===== config.mk =====
export PLATFORM = sky130hd
export DESIGN_NAME = rtc_core
export DESIGN_NICKNAME = d
export VERILOG_FILES = /design/src/rtc_pkg.sv /design/src/rtc_core.sv /design/src/rtc_time_base.sv
export SDC_FILE = /design/constraint.sdc
export NUM_CORES = 1
export LEC_CHECK = 0
export BUFFER_PORTS_ARGS = -buffer_cell sky130_fd_sc_hd__buf_4
export CORE_ASPECT_RATIO = 1.75
export CORE_MARGIN = 10
export CORE_UTILIZATION = 28
export CTS_CLUSTER_DIAMETER = 40
export DETAILED_ROUTE_END_ITERATION = 10
export HOLD_SLACK_MARGIN = 0.06
export PLACE_DENSITY = 0.57
export SLEW_MARGIN = 15
export SYNTH_ARGS = -nofsm -noshare
export SYNTH_HDL_FRONTEND = slang
export SYNTH_HIERARCHICAL = 1
export SYNTH_SLANG_ARGS = --single-unit

===== constraint.sdc =====
create_clock -name clk -period 3.5 [get_ports clk]
set_clock_uncertainty 0.2 [all_clocks]
set_input_delay 0.35 -clock clk [delete_from_list [all_inputs] [get_ports clk]]
set_output_delay 0.35 -clock clk [all_outputs]
set_load 0.005 [all_outputs]

===== src/rtc_pkg.sv =====
// shared constants and state types of the real-time clock core
package rtc_pkg;
  localparam int BASE_HZ = 32768;
  localparam int QUARTER_MS = 250;
  localparam int QUARTER_TICKS = BASE_HZ * QUARTER_MS / 1000;
  localparam int PRESCALE_W = 20;
  localparam logic [PRESCALE_W-1:0] QUARTER_MASK = 20'h01FFF;
  localparam logic [PRESCALE_W-1:0] SECOND_MASK = 20'h07FFF;
  localparam logic [2:0] FIELD_SEC = 3'h0;
  localparam logic [2:0] FIELD_MIN = 3'h1;
  localparam logic [2:0] FIELD_HOUR = 3'h2;
  localparam logic [2:0] FIELD_DATE = 3'h3;
  localparam logic [2:0] FIELD_MONTH = 3'h4;
  localparam logic [2:0] FIELD_YEAR = 3'h5;
  localparam logic [2:0] FIELD_WDAY = 3'h6;
  localparam int HOUR_PM_BIT = 5;
  localparam int ALARM_EN_BIT = 7;
  localparam logic [7:0] RST_SEC = 8'h00;
  localparam logic [7:0] RST_MIN = 8'h00;
  localparam logic [7:0] RST_HOUR = 8'h00;
  localparam logic [7:0] RST_DATE = 8'h01;
  localparam logic [7:0] RST_MONTH = 8'h01;
  localparam logic [7:0] RST_YEAR = 8'h00;
  localparam logic [2:0] RST_WDAY = 3'h0;
  localparam logic [7:0] MAX_SEC = 8'h59;
  localparam logic [7:0] MAX_HOUR24 = 8'h23;
  localparam logic [7:0] MAX_MONTH = 8'h12;
  localparam logic [7:0] MAX_YEAR = 8'h99;
  localparam logic [2:0] MAX_WDAY = 3'h6;
  localparam logic [3:0] FO_OFF = 4'h0;
  localparam logic [3:0] FO_BASE = 4'h1;

  typedef struct packed {
    logic level;
    logic tick;
  } sync_state_t;

  typedef struct packed {
    logic [7:0] sec;
    logic [7:0] min;
    logic [7:0] hour;
    logic [7:0] date;
    logic [7:0] month;
    logic [7:0] year;
    logic [2:0] wday;
    logic [PRESCALE_W-1:0] prescale;
    logic started;
    logic power_fail;
    logic alarm_flag;
    logic match_prev;
    logic pulse_pending;
    logic int_low;
    logic int_drive;
    logic mpio_level;
    logic [7:0] user0;
    logic [7:0] user1;
  } rtc_state_t;
endpackage


===== src/rtc_core.sv =====
// real-time clock with calendar, match alarm, frequency outputs and user bytes
`timescale 1ns/1ns
module rtc_core (
  input wire logic clk,
  input wire logic sys_rst,
  input wire logic xtal_in,
  input wire logic ext_clk_in,
  input wire logic osc_bypass_select,
  input wire logic rtc_enable,
  input wire logic clock_write_unlock,
  input wire logic hour_mode_24,
  input wire logic io_supply_good,
  input wire logic main_clock_supply,
  input wire logic on_backup_supply,
  input wire logic time_wr,
  input wire logic [2:0] time_wr_field,
  input wire logic [7:0] time_wr_data,
  input wire logic user_wr,
  input wire logic user_wr_index,
  input wire logic [7:0] user_wr_data,
  input wire logic [7:0] alarm_sec,
  input wire logic [7:0] alarm_min,
  input wire logic [7:0] alarm_hour,
  input wire logic [7:0] alarm_date,
  input wire logic [7:0] alarm_month,
  input wire logic [7:0] alarm_wday,
  input wire logic alarm_enable,
  input wire logic alarm_repeat_mode,
  input wire logic backup_alarm_enable,
  input wire logic alarm_flag_clear,
  input wire logic status_read,
  input wire logic auto_reset_mode,
  input wire logic [3:0] freq_out_select,
  input wire logic slow_clock_out,
  input wire logic [2:0] slow_clock_select,
  output logic [7:0] time_sec,
  output logic [7:0] time_min,
  output logic [7:0] time_hour,
  output logic [7:0] time_date,
  output logic [7:0] time_month,
  output logic [7:0] time_year,
  output logic [2:0] time_wday,
  output logic [7:0] user_mem0,
  output logic [7:0] user_mem1,
  output logic alarm_flag,
  output logic total_power_fail_flag,
  output logic freq_out_mode,
  output logic irq_n_out,
  output logic irq_n_oe,
  output logic multipurpose_pin_two
);
  rtc_pkg::rtc_state_t st;
  rtc_pkg::rtc_state_t next_st;
  logic base_level;
  logic base_tick;
  logic host_ok;
  logic clock_wr;
  logic quarter_tick;
  logic second_tick;
  logic alarm_active;
  logic match_now;
  logic trigger;
  logic [8:0] inc;
  logic [7:0] hr12;
  logic day_carry;

  initial begin
    if (rtc_pkg::QUARTER_TICKS != int'(rtc_pkg::QUARTER_MASK) + 1) begin
      $error("quarter period does not match prescaler mask");
    end
  end

  rtc_time_base u_time_base (
    .clk(clk),
    .sys_rst(sys_rst),
    .xtal_in(xtal_in),
    .ext_clk_in(ext_clk_in),
    .osc_bypass_select(osc_bypass_select),
    .base_level(base_level),
    .base_tick(base_tick)
  );

  // BCD increment with wrap: returns {carry, next}
  function automatic logic [8:0] bcd_inc(input logic [7:0] v, input logic [7:0] lo,
                                         input logic [7:0] hi);
    logic [8:0] r;
    r = 9'h000;
    if (v >= hi) begin
      r = {1'b1, lo};
    end else if (v[3:0] == 4'h9) begin
      r = {1'b0, v[7:4] + 4'h1, 4'h0};
    end else begin
      r = {1'b0, v[7:4], v[3:0] + 4'h1};
    end
    return r;
  endfunction

  // last date of a month in BCD, leap every fourth year of 00..99
  function automatic logic [7:0] month_last(input logic [7:0] m, input logic [7:0] y);
    logic leap;
    logic [7:0] d;
    leap = (~y[4] & (y[3:0] == 4'h0 || y[3:0] == 4'h4 || y[3:0] == 4'h8)) |
           (y[4] & (y[3:0] == 4'h2 || y[3:0] == 4'h6));
    d = 8'h31;
    case (m)
      8'h02: d = leap ? 8'h29 : 8'h28;
      8'h04, 8'h06, 8'h09, 8'h11: d = 8'h30;
      default: d = 8'h31;
    endcase
    return d;
  endfunction

  // one alarm field matches when disabled or equal
  function automatic logic field_ok(input logic [7:0] a, input logic [7:0] t, input logic [6:0] m);
    return ~a[rtc_pkg::ALARM_EN_BIT] | ((a[6:0] & m) == (t[6:0] & m));
  endfunction

  // prescaler bit that carries a given interrupt pin frequency code
  function automatic logic fo_level(input logic [3:0] code, input logic [19:0] p,
                                    input logic base);
    logic lv;
    lv = 1'b1;
    case (code)
      4'h0: lv = 1'b1;
      4'h1: lv = base;
      4'h2: lv = p[2];
      4'h3: lv = p[4];
      default: lv = p[5'(code) + 5'h04];
    endcase
    return lv;
  endfunction

  // host access gating, clock tick derivation and alarm conditions
  assign host_ok = io_supply_good & main_clock_supply;
  assign clock_wr = time_wr & host_ok & clock_write_unlock;
  assign quarter_tick = base_tick & ((st.prescale & rtc_pkg::QUARTER_MASK) ==
                                      rtc_pkg::QUARTER_MASK);
  assign second_tick = base_tick & ((st.prescale & rtc_pkg::SECOND_MASK) ==
                                     rtc_pkg::SECOND_MASK);
  assign alarm_active = alarm_enable & (freq_out_select == rtc_pkg::FO_OFF) &
                        (~on_backup_supply | backup_alarm_enable);
  assign match_now = alarm_active &
                     (alarm_sec[rtc_pkg::ALARM_EN_BIT] | alarm_min[rtc_pkg::ALARM_EN_BIT] |
                      alarm_hour[rtc_pkg::ALARM_EN_BIT] | alarm_date[rtc_pkg::ALARM_EN_BIT] |
                      alarm_month[rtc_pkg::ALARM_EN_BIT] | alarm_wday[rtc_pkg::ALARM_EN_BIT]) &
                     field_ok(alarm_sec, st.sec, 7'h7F) & field_ok(alarm_min, st.min, 7'h7F) &
                     field_ok(alarm_hour, st.hour, 7'h3F) & field_ok(alarm_date, st.date, 7'h3F) &
                     field_ok(alarm_month, st.month, 7'h1F) &
                     field_ok(alarm_wday, {5'h00, st.wday}, 7'h07);
  assign trigger = match_now & ~st.match_prev;

  // next state: counting, writes, alarm and pin drive
  always_comb begin
    next_st = st;
    inc = 9'h000;
    hr12 = 8'h00;
    day_carry = 1'b0;
    if (base_tick) begin
      next_st.prescale = st.prescale + 20'h00001;
    end
    // time and calendar advance on the second tick once loaded
    if (second_tick & rtc_enable & st.started) begin
      inc = bcd_inc(st.sec, 8'h00, rtc_pkg::MAX_SEC);
      next_st.sec = inc[7:0];
      if (inc[8]) begin
        inc = bcd_inc(st.min, 8'h00, rtc_pkg::MAX_SEC);
        next_st.min = inc[7:0];
        if (inc[8]) begin
          if (hour_mode_24) begin
            inc = bcd_inc(st.hour, 8'h00, rtc_pkg::MAX_HOUR24);
            next_st.hour = inc[7:0];
            day_carry = inc[8];
          end else begin
            hr12 = {3'h0, st.hour[4:0]};
            if (hr12 == 8'h12) begin
              next_st.hour = {st.hour[7:6], st.hour[rtc_pkg::HOUR_PM_BIT], 5'h01};
            end else if (hr12 == 8'h11) begin
              next_st.hour = {st.hour[7:6], ~st.hour[rtc_pkg::HOUR_PM_BIT], 5'h12};
              day_carry = st.hour[rtc_pkg::HOUR_PM_BIT];
            end else begin
              inc = bcd_inc(hr12, 8'h01, 8'h12);
              next_st.hour = {st.hour[7:5], inc[4:0]};
            end
          end
          if (day_carry) begin
            next_st.wday = (st.wday >= rtc_pkg::MAX_WDAY) ? 3'h0 : st.wday + 3'h1;
            inc = bcd_inc(st.date, 8'h01, month_last(st.month, st.year));
            next_st.date = inc[7:0];
            if (inc[8]) begin
              inc = bcd_inc(st.month, 8'h01, rtc_pkg::MAX_MONTH);
              next_st.month = inc[7:0];
              if (inc[8]) begin
                inc = bcd_inc(st.year, 8'h00, rtc_pkg::MAX_YEAR);
                next_st.year = inc[7:0];
              end
            end
          end
        end
      end
    end
    // host writes into the clock group win over the tick
    if (clock_wr) begin
      next_st.started = 1'b1;
      next_st.power_fail = 1'b0;
      case (time_wr_field)
        rtc_pkg::FIELD_SEC: next_st.sec = time_wr_data;
        rtc_pkg::FIELD_MIN: next_st.min = time_wr_data;
        rtc_pkg::FIELD_HOUR: next_st.hour = time_wr_data;
        rtc_pkg::FIELD_DATE: next_st.date = time_wr_data;
        rtc_pkg::FIELD_MONTH: next_st.month = time_wr_data;
        rtc_pkg::FIELD_YEAR: next_st.year = time_wr_data;
        rtc_pkg::FIELD_WDAY: next_st.wday = time_wr_data[2:0];
        default: next_st.started = 1'b1;
      endcase
    end
    // retained user bytes
    if (user_wr & host_ok) begin
      if (user_wr_index) begin
        next_st.user1 = user_wr_data;
      end else begin
        next_st.user0 = user_wr_data;
      end
    end
    // alarm flag: clear ignored while matching, set wins over clear
    next_st.match_prev = match_now;
    if (host_ok & ~match_now & (alarm_flag_clear | (status_read & auto_reset_mode))) begin
      next_st.alarm_flag = 1'b0;
    end
    if (trigger) begin
      next_st.alarm_flag = 1'b1;
      next_st.pulse_pending = alarm_repeat_mode;
    end
    // in alarm mode the interrupt pin state advances only on quarter-second boundaries
    if (quarter_tick) begin
      if (alarm_repeat_mode) begin
        next_st.int_low = st.pulse_pending;
        next_st.pulse_pending = trigger & alarm_repeat_mode;
      end else begin
        next_st.int_low = st.alarm_flag;
        next_st.pulse_pending = 1'b0;
      end
    end
    // pin drive: frequency when a code is set, else alarm request
    if (freq_out_select != rtc_pkg::FO_OFF) begin
      next_st.int_drive = ~fo_level(freq_out_select, next_st.prescale, base_level);
      next_st.int_low = 1'b0;
    end else begin
      next_st.int_drive = next_st.int_low;
    end
    // multipurpose pin slow clock
    if (!slow_clock_out) begin
      next_st.mpio_level = 1'b0;
    end else if (slow_clock_select == 3'h0) begin
      next_st.mpio_level = base_level;
    end else begin
      next_st.mpio_level = next_st.prescale[slow_clock_select - 3'h1];
    end
  end

  // state register with power-up values
  always_ff @(posedge clk) begin
    if (sys_rst) begin
      st <= '0;
      st.sec <= rtc_pkg::RST_SEC;
      st.min <= rtc_pkg::RST_MIN;
      st.hour <= rtc_pkg::RST_HOUR;
      st.date <= rtc_pkg::RST_DATE;
      st.month <= rtc_pkg::RST_MONTH;
      st.year <= rtc_pkg::RST_YEAR;
      st.wday <= rtc_pkg::RST_WDAY;
      st.power_fail <= 1'b1;
    end else begin
      st <= next_st;
    end
  end

  // outputs straight from the state register, except the frequency mode flag and the pin data
  assign time_sec = st.sec;
  assign time_min = st.min;
  assign time_hour = st.hour;
  assign time_date = st.date;
  assign time_month = st.month;
  assign time_year = st.year;
  assign time_wday = st.wday;
  assign user_mem0 = st.user0;
  assign user_mem1 = st.user1;
  assign alarm_flag = st.alarm_flag;
  assign total_power_fail_flag = st.power_fail;
  assign freq_out_mode = (freq_out_select != rtc_pkg::FO_OFF);
  assign irq_n_out = 1'b0; // open drain, only ever pulls low
  assign irq_n_oe = st.int_drive;
  assign multipurpose_pin_two = st.mpio_level;
endmodule


===== src/rtc_time_base.sv =====
// selects crystal or external 32.768 kHz source and marks its rising edges
`timescale 1ns/1ns
module rtc_time_base (
  input wire logic clk,
  input wire logic sys_rst,
  input wire logic xtal_in,
  input wire logic ext_clk_in,
  input wire logic osc_bypass_select,
  output logic base_level,
  output logic base_tick
);
  rtc_pkg::sync_state_t st;
  rtc_pkg::sync_state_t next_st;

  // source choice and edge detection
  always_comb begin
    next_st = st;
    next_st.level = osc_bypass_select ? ext_clk_in : xtal_in;
    next_st.tick = next_st.level & ~st.level;
  end

  // state register
  always_ff @(posedge clk) begin
    if (sys_rst) begin
      st <= '0;
    end else begin
      st <= next_st;
    end
  end

  assign base_level = st.level;
  assign base_tick = st.tick;
endmodule


==> results of run 1 <==
==> worst min-delay path: stages <==
cell     delay (ns)
buf_4          0.08
mux2i_1        0.08
nor2_1         0.09
==> cell families (layout without fill, tap and decap cells) <==
family,count (synthesis),after routing,synth area share
adder cells (fa/ha/maj),24,24,0.0443
flip-flops,97,97,0.286
multiplexers,11,11,0.0201
AND/OR/NAND/NOR,344,344,0.260
buffers and inverters,139,248,0.118
AO/OA/AOI/OAI,192,192,0.194
XOR/XNOR,59,59,0.0762
other,1,2,0.000553
==> final timing paths <==
check	from	endpoint	slack, ns
min	ext_clk_in	u_time_base/base_level$_SDFF_PP0_	0.07
max	time_month[4]$_SDFF_PP0_	time_date[3]$_SDFF_PP0_	0.23
max reg2reg	time_month[4]$_SDFF_PP0_	time_date[3]$_SDFF_PP0_	0.23
min reg2reg	total_power_fail_flag$_SDFFE_PP1P_	total_power_fail_flag$_SDFFE_PP1P_	0.24
==> layer usage <==
layer	GRT usage	part of all wire
met1	0.156	0.36
met3	0.0294	0.062
met2	0.293	0.55
met4	0.0706	0.034
met5	0	0
==> stage by stage <==
stage	area, sq um	std cells	TNS, ns
after floorplan	6780	867	0
after global placement	7890	1256	0
after detailed placement	7890	1256	-0.0502
after CTS	8340	1283	0
after global routing	8380	1285	0
final	8380	1285	0
==> flip-flops by register name (all words and copies together), names as in the netlist <==
register                flops
st                         24
time_date                   8
time_hour                   8
time_min                    8
time_month                  8
time_sec                    8
time_year                   8
user_mem0                   8
user_mem1                   8
time_wday                   3
alarm_flag                  1
irq_n_oe                    1
multipurpose_pin_two        1
total_power_fail_flag       1
u_time_base/base_level      1
u_time_base/base_tick       1
==> cell usage in the layout, fill, tap and decap left out, types with 7 or more instances in the layout <==
cell type	instances
buf_4	187
nand2_1	106
dfxtp_1	96
nor2_1	90
a21oi_1	44
o21ai_0	37
inv_1	34
xnor2_1	32
xor2_1	27
nand3_1	25
ha_1	24
nand4_1	21
nor3_1	20
a311oi_1	15
a211oi_1	14
dlygate4sd3_1	11
nor2b_1	10
o211ai_1	10
clkbuf_16	9
mux2i_1	8
o31ai_1	8
a31oi_1	8
nand2b_1	7
and3_1	7
==> layout make-up <==
type | instances | share of cell area
diodes | 1 | 0.000299
clock buffers | 9 | 0.0269
clock inverters | 7 | 0.0130
inverters | 34 | 0.0152
multi-input cells | 631 | 0.486
flip-flops and latches | 97 | 0.232
well taps | 308 | 0.0460
repair buffers | 198 | 0.181
==> where the power goes <==
part / total (uW) / switching (uW) / leakage (uW) / internal [uW]
logic: 338 / 176 / 0.00238 / 162
clock network: 1150 / 504 / 0.000164 / 644
registers: 1140 / 21.5 / 0.000784 / 1120
total: 2630 / 701 / 0.00333 / 1930
==> timing repair <==
action	CTS	global route
pin swaps	1	4
buffers inserted	0	1
resized for setup	1	8
hold buffers	11	0
endpoints found under the hold margin	19	0
endpoints found under the setup margin	1	16
==> results.md, run 1 <==
- Critical path's slowest cell: or4b_1
- CTS tree: yes
- Crit path max-delay family: simple AND/OR/NAND/NOR gates
- Number of global-route vias before repair: 6694
- Synth Cell Area: 0.00678 sq mm
- Worst setup margin: roughly 0.23 ns
- Commonest cells post-synth: nand2_1, dfxtp_1, nor2_1
- CTS Sinks: slightly below 100
- H-tree depth: 3
- Worst path max stage delay: ~0.5 ns
- ANT nets after route: 0
- Ys async rst share: 0
- Vias: about 6700
- DR iter-0 viols: 389
- Hold Vio Cnt, Final: 0
- Tcrit/Tclk final: 0.935
- Hold Path Class: input pin to register
- Clock period minus worst slack: 3.27 ns
- Worst setup path class: register to register
- Tot GR Track Use: 0.155
- Congestion Overflow GR: 0
- Post-synth EDFFs: 0
- Unrepaired setup endpoints after global routing: false
- Area Growth Syn to Fin: 23.6%
- Peak supply drop: 0.237 mV
- Antenna violations before repair: 1
- Yosys warns: 6
- Leak: between 0.003 and 0.004 uW
- Final wirelength: 24500 um
- Reg2reg path depth: 12
- IO Port Bufs: 158
- Worst-Skew Late Latency: ~0.37 ns
- Top cell by count, worst path: ha_1
- FMAX: a little over 300 MHz
- Initial Util: 0.283
- Critical Path RT: 3.58 ns
- Gate Count Post-Synth: 867
- Crit path arrival time: 3.35 ns
- Crit. End Element: register
- DRC Markers: 0
- Worst Tran Pin Value: 0.771 ns
- First-pass GRT wire length: 37300 um
- Mean Syn Cell Area: 7.82 sq um
- Die ar.: 0.0311 sq mm
- Io pins: 168
- Critical path depth: 12
- Buf/Inv on CP: 1
- CTS max path bufs: 2
- Register area share after synthesis: 0.286
- Pin count of the biggest net entering global routing: 46
- Pwr Density: ~310 mW/mm^2
- TritonCTS Buffers: 9
- FF+latch area: 0.00194 sq mm
- Total Power: 2630 uW
- Crit Path Max Fanout: 4
- DR pass1 iterations: 5
- Maximum capacitance violations: 0
- Final setup vio count: 0
- Ratio of cells with drive above 1 in the final layout: 0.239
- Crit path launch type: register
- Yosys top cell area share: 0.286
- Setup WS pre-CTS: -0.0502 ns
- Outcome: complete, no violations
- Die Ht: 226 um
- RD Place Congestion: 0.901
- Die Wd: 138 um
- Root Driver: clkbuf_16
- Worst path cell trace: inv_1 -> ha_1 -> mux2i_1 -> nor4_2 -> a21oi_1 -> ha_1 -> or4b_1 -> a211oi_2 -> o21a_2 -> nand2_1 -> or4_1 -> a311oi_1
- Top cell type by total area after synthesis: dfxtp_1
- FF+latch count, synth: slightly below 100
- Cell variety after synth: 81
- Nets: 1090
- Dominant cells by area after synthesis: dfxtp_1, buf_4, nand2_1
- Top_reg_cell synth: dfxtp_1
- Via density: 5.20
- Slew Viols, Final: 0
- Core Rows: 75
- Area of the multi-input gates: 0.00408 sq mm
- Syn nets: about 990
- WL/cell: 19.1 um
- Hold_ws: 0.0670 ns
- Fill cell count: 2544
- Clock-pin slew of the registers on the worst-case setup and hold paths: ~0.07 ns
- Slew headroom: 0.486
- Most frequent cell after synthesis: nand2_1
- Core area: 0.0239 sq mm
- Hold Crit Depth: 3
- Dpl hpwl: 19100 um
- Post-layout util: 0.350
Note: power is estimated with default switching activity, not from simulation.
==> run 2: changes to the inputs <==
--- a/config.mk
+++ b/config.mk
@@ -11,2 +11,3 @@
 export CORE_UTILIZATION = 28
+export CTS_BUF_LIST = sky130_fd_sc_hd__clkbuf_4
 export CTS_CLUSTER_DIAMETER = 40
--- a/constraint.sdc
+++ b/constraint.sdc
@@ -4,2 +4,2 @@
 set_output_delay 0.35 -clock clk [all_outputs]
-set_load 0.005 [all_outputs]
+set_load 0.01 [all_outputs]
==> run 2 against run 1 <==
Die area unchanged. Global-route usage up 0.18 points. Sequential power about the same. Wire length up 0.66%. Worst hold slack better by 0.058 ns. Critical path depth down 1. Critical path type unchanged. Critical endpoint unchanged.
==> results.md, run 2 (synthesis gave the netlist of run 1 again) <==
- Die Wd: 138 um
- CTS max path bufs: 2
- Unrepaired setup endpoints after global routing: false
- WL/cell: approximately 19 um
- Final setup vio count: 0
- Initial Util: 0.283
- Final wirelength: 24700 um
- M3 GR Usage: 0.0285
- Tcrit/Tclk final: 0.951
- Peak supply drop: 0.134 mV
- Worst Tran Pin Value: 0.774 ns
- Critical path's slowest cell: or4b_4
- Crit path arrival time: 3.58 ns
- FF-to-FF End: time_date[3]$_SDFF_PP0_
- IO Port Bufs: 158
- Crit path launch type: register
- Dpl hpwl: 19100 um
- CTS Sinks: 97
- Crit. End Element: register
- Worst min-delay path startpoint: freq_out_select[3]
- Worst setup path class: register to register
- DR pass1 iterations: 5
- Maximum capacitance violations: 0
- Pwr Density: 269 mW/mm^2
- Area Growth Syn to Fin: 24.9%
- Root Driver: clkbuf_4
- Most flops, register: st
- Slew Viols, Final: 0
- Core Rows: 75
- Critical path depth: 11
- TritonCTS Buffers: 9
- Via density: 5.17
- Met2 GRT Util: 0.296
- Setup TNS: 0 ns
- Core area: 0.0239 sq mm
- H-tree depth: 3
- Worst hold endpoint: irq_n_oe$_SDFF_PP0_
- Clock period minus worst slack: 3.33 ns
- Vias: 6766
- Fin cells: 1309
- Antenna violations before repair: 1
- Tot GR Track Use: 0.157
- Leak: 0.00336 uW
- Hold Vio Cnt, Final: 0
- Critical Path RT: roughly 3.8 ns
- Global Route met1 Usage: 0.159
- FMAX: approximately 300 MHz
- Io pins: 168
- CTS tree: yes
- Pin count of the biggest net entering global routing: 46
- Max reg flops: 24
- Reg2reg path depth: 11
- Commonest non-fill, non-tap cell in the layout: buf_4
- Crit path max-delay family: simple AND/OR/NAND/NOR gates
- Number of global-route vias before repair: 6845
- DR iter-0 viols: 396
- GR peak layer: met2
- Commonest non-fill, non-tap cells in the layout: buf_4, nand2_1, dfxtp_1
- ANT nets after route: 0
- Congestion Overflow GR: 0
- # placed instances: ~1300
- Buf/Inv on CP: 1
- Fill cell count: 2546
- Outcome: complete, no violations
- Clock-pin slew of the registers on the worst-case setup and hold paths: roughly 0.18 ns
- Worst-Skew Late Latency: ~0.54 ns
- Slew headroom: 0.483
- Die Ht: 226 um
- Die ar.: about 0.031 sq mm
- Hold Crit Depth: 4
- FF-to-FF Start: time_month[7]$_SDFF_PP0_
- R2R Setup Slk: ~0.17 ns
- First-pass GRT wire length: 37800 um
- Nets: approximately 1100
- DRC Markers: 0
- Worst path max stage delay: 0.48 ns
- RD Place Congestion: 0.901
- Ratio of cells with drive above 1 in the final layout: 0.237
- Hold Path Class: input pin to register
- Crit Path Max Fanout: 3
- Worst path cell trace: or2_2 -> buf_4 -> nor4_2 -> a21oi_1 -> ha_1 -> or4b_4 -> a211oi_2 -> o21a_2 -> nand2_1 -> or4_1 -> a311oi_1
## run 2: area by class of cell
type / count / area [sq um] / share of cell area
sequential: 97 / 1950 / 0.230
clock buffer: 9 / 67.6 / 0.00798
tap: 308 / 385 / 0.0455
multi-input combinational: 631 / 4080 / 0.481
timing repair buffer: 222 / 1750 / 0.207
antenna: 1 / 2.50 / 0.000295
inverter: 34 / 128 / 0.0151
clock inverter: 7 / 109 / 0.0129
## run 2: worst max path at each step
| stage | from | to | slack (ns) |
|---|---|---|---|
| 2_1_floorplan | time_year[1]$_SDFF_PP0_ | time_date[3]$_SDFF_PP0_ | 0.21 |
| 3_3_place_gp | time_month[7]$_SDFF_PP0_ | time_year[5]$_SDFF_PP0_ | 0.04 |
| 3_5_place_dp | time_month[7]$_SDFF_PP0_ | time_year[5]$_SDFF_PP0_ | -0.05 |
| 4_1_cts | time_month[7]$_SDFF_PP0_ | time_date[3]$_SDFF_PP0_ | 0.07 |
| 5_1_grt | time_month[7]$_SDFF_PP0_ | time_date[3]$_SDFF_PP0_ | 0.009 |
| 6_report | time_month[7]$_SDFF_PP0_ | time_date[3]$_SDFF_PP0_ | 0.17 |
## run 2: worst reg2reg max path: stages (launching register included)
cell      delay (ns)
dfxtp_2         0.35
or2_2           0.34
buf_4           0.15
nor4_2          0.20
a21oi_1         0.08
ha_1            0.28
or4b_4          0.48
a211oi_2        0.25
o21a_2          0.16
nand2_1         0.07
or4_1           0.46
a311oi_1        0.25
## run 2: routing by layer
layer,vias to the layer above,wire length [um]
met2,217,13700
li1,3295,-
met5,-,0
met4,0,772
met1,3209,8800
met3,45,1410
## run 2: repair_timing
item	CTS	global route
cloned	0	0
hold buffers	35	0
setup buffers	0	1
pin swaps	1	4
endpoints found under the setup margin	1	16
gates resized for setup	1	11
hold endpoints to repair	89	0
## run 2: stage by stage
stage | worst slack [ns] | hold WS [ns] | cell area, sq um | total power [uW] | util
2_1_floorplan | 0.210 | 0.220 | 6780 | 1330 | -
3_3_place_gp | 0.0370 | 0.231 | 7890 | 1500 | 0.330
3_5_place_dp | -0.0502 | 0.233 | 7890 | 1500 | 0.330
4_1_cts | 0.0719 | 0.0604 | 8420 | 2320 | 0.352
5_1_grt | 0.00875 | 0.107 | 8470 | 2380 | 0.354
6_report | 0.171 | 0.125 | 8470 | 2280 | 0.354
## run 2: where the power goes
part | leakage (uW) | switching (uW) | total, uW | internal [uW]
Combinational | 0.00248 | 186 | 364 | 178
Sequential | 0.000786 | 21.4 | 1140 | 1120
Clock | 0.0000950 | 467 | 773 | 305
Total | 0.00336 | 674 | 2280 | 1610
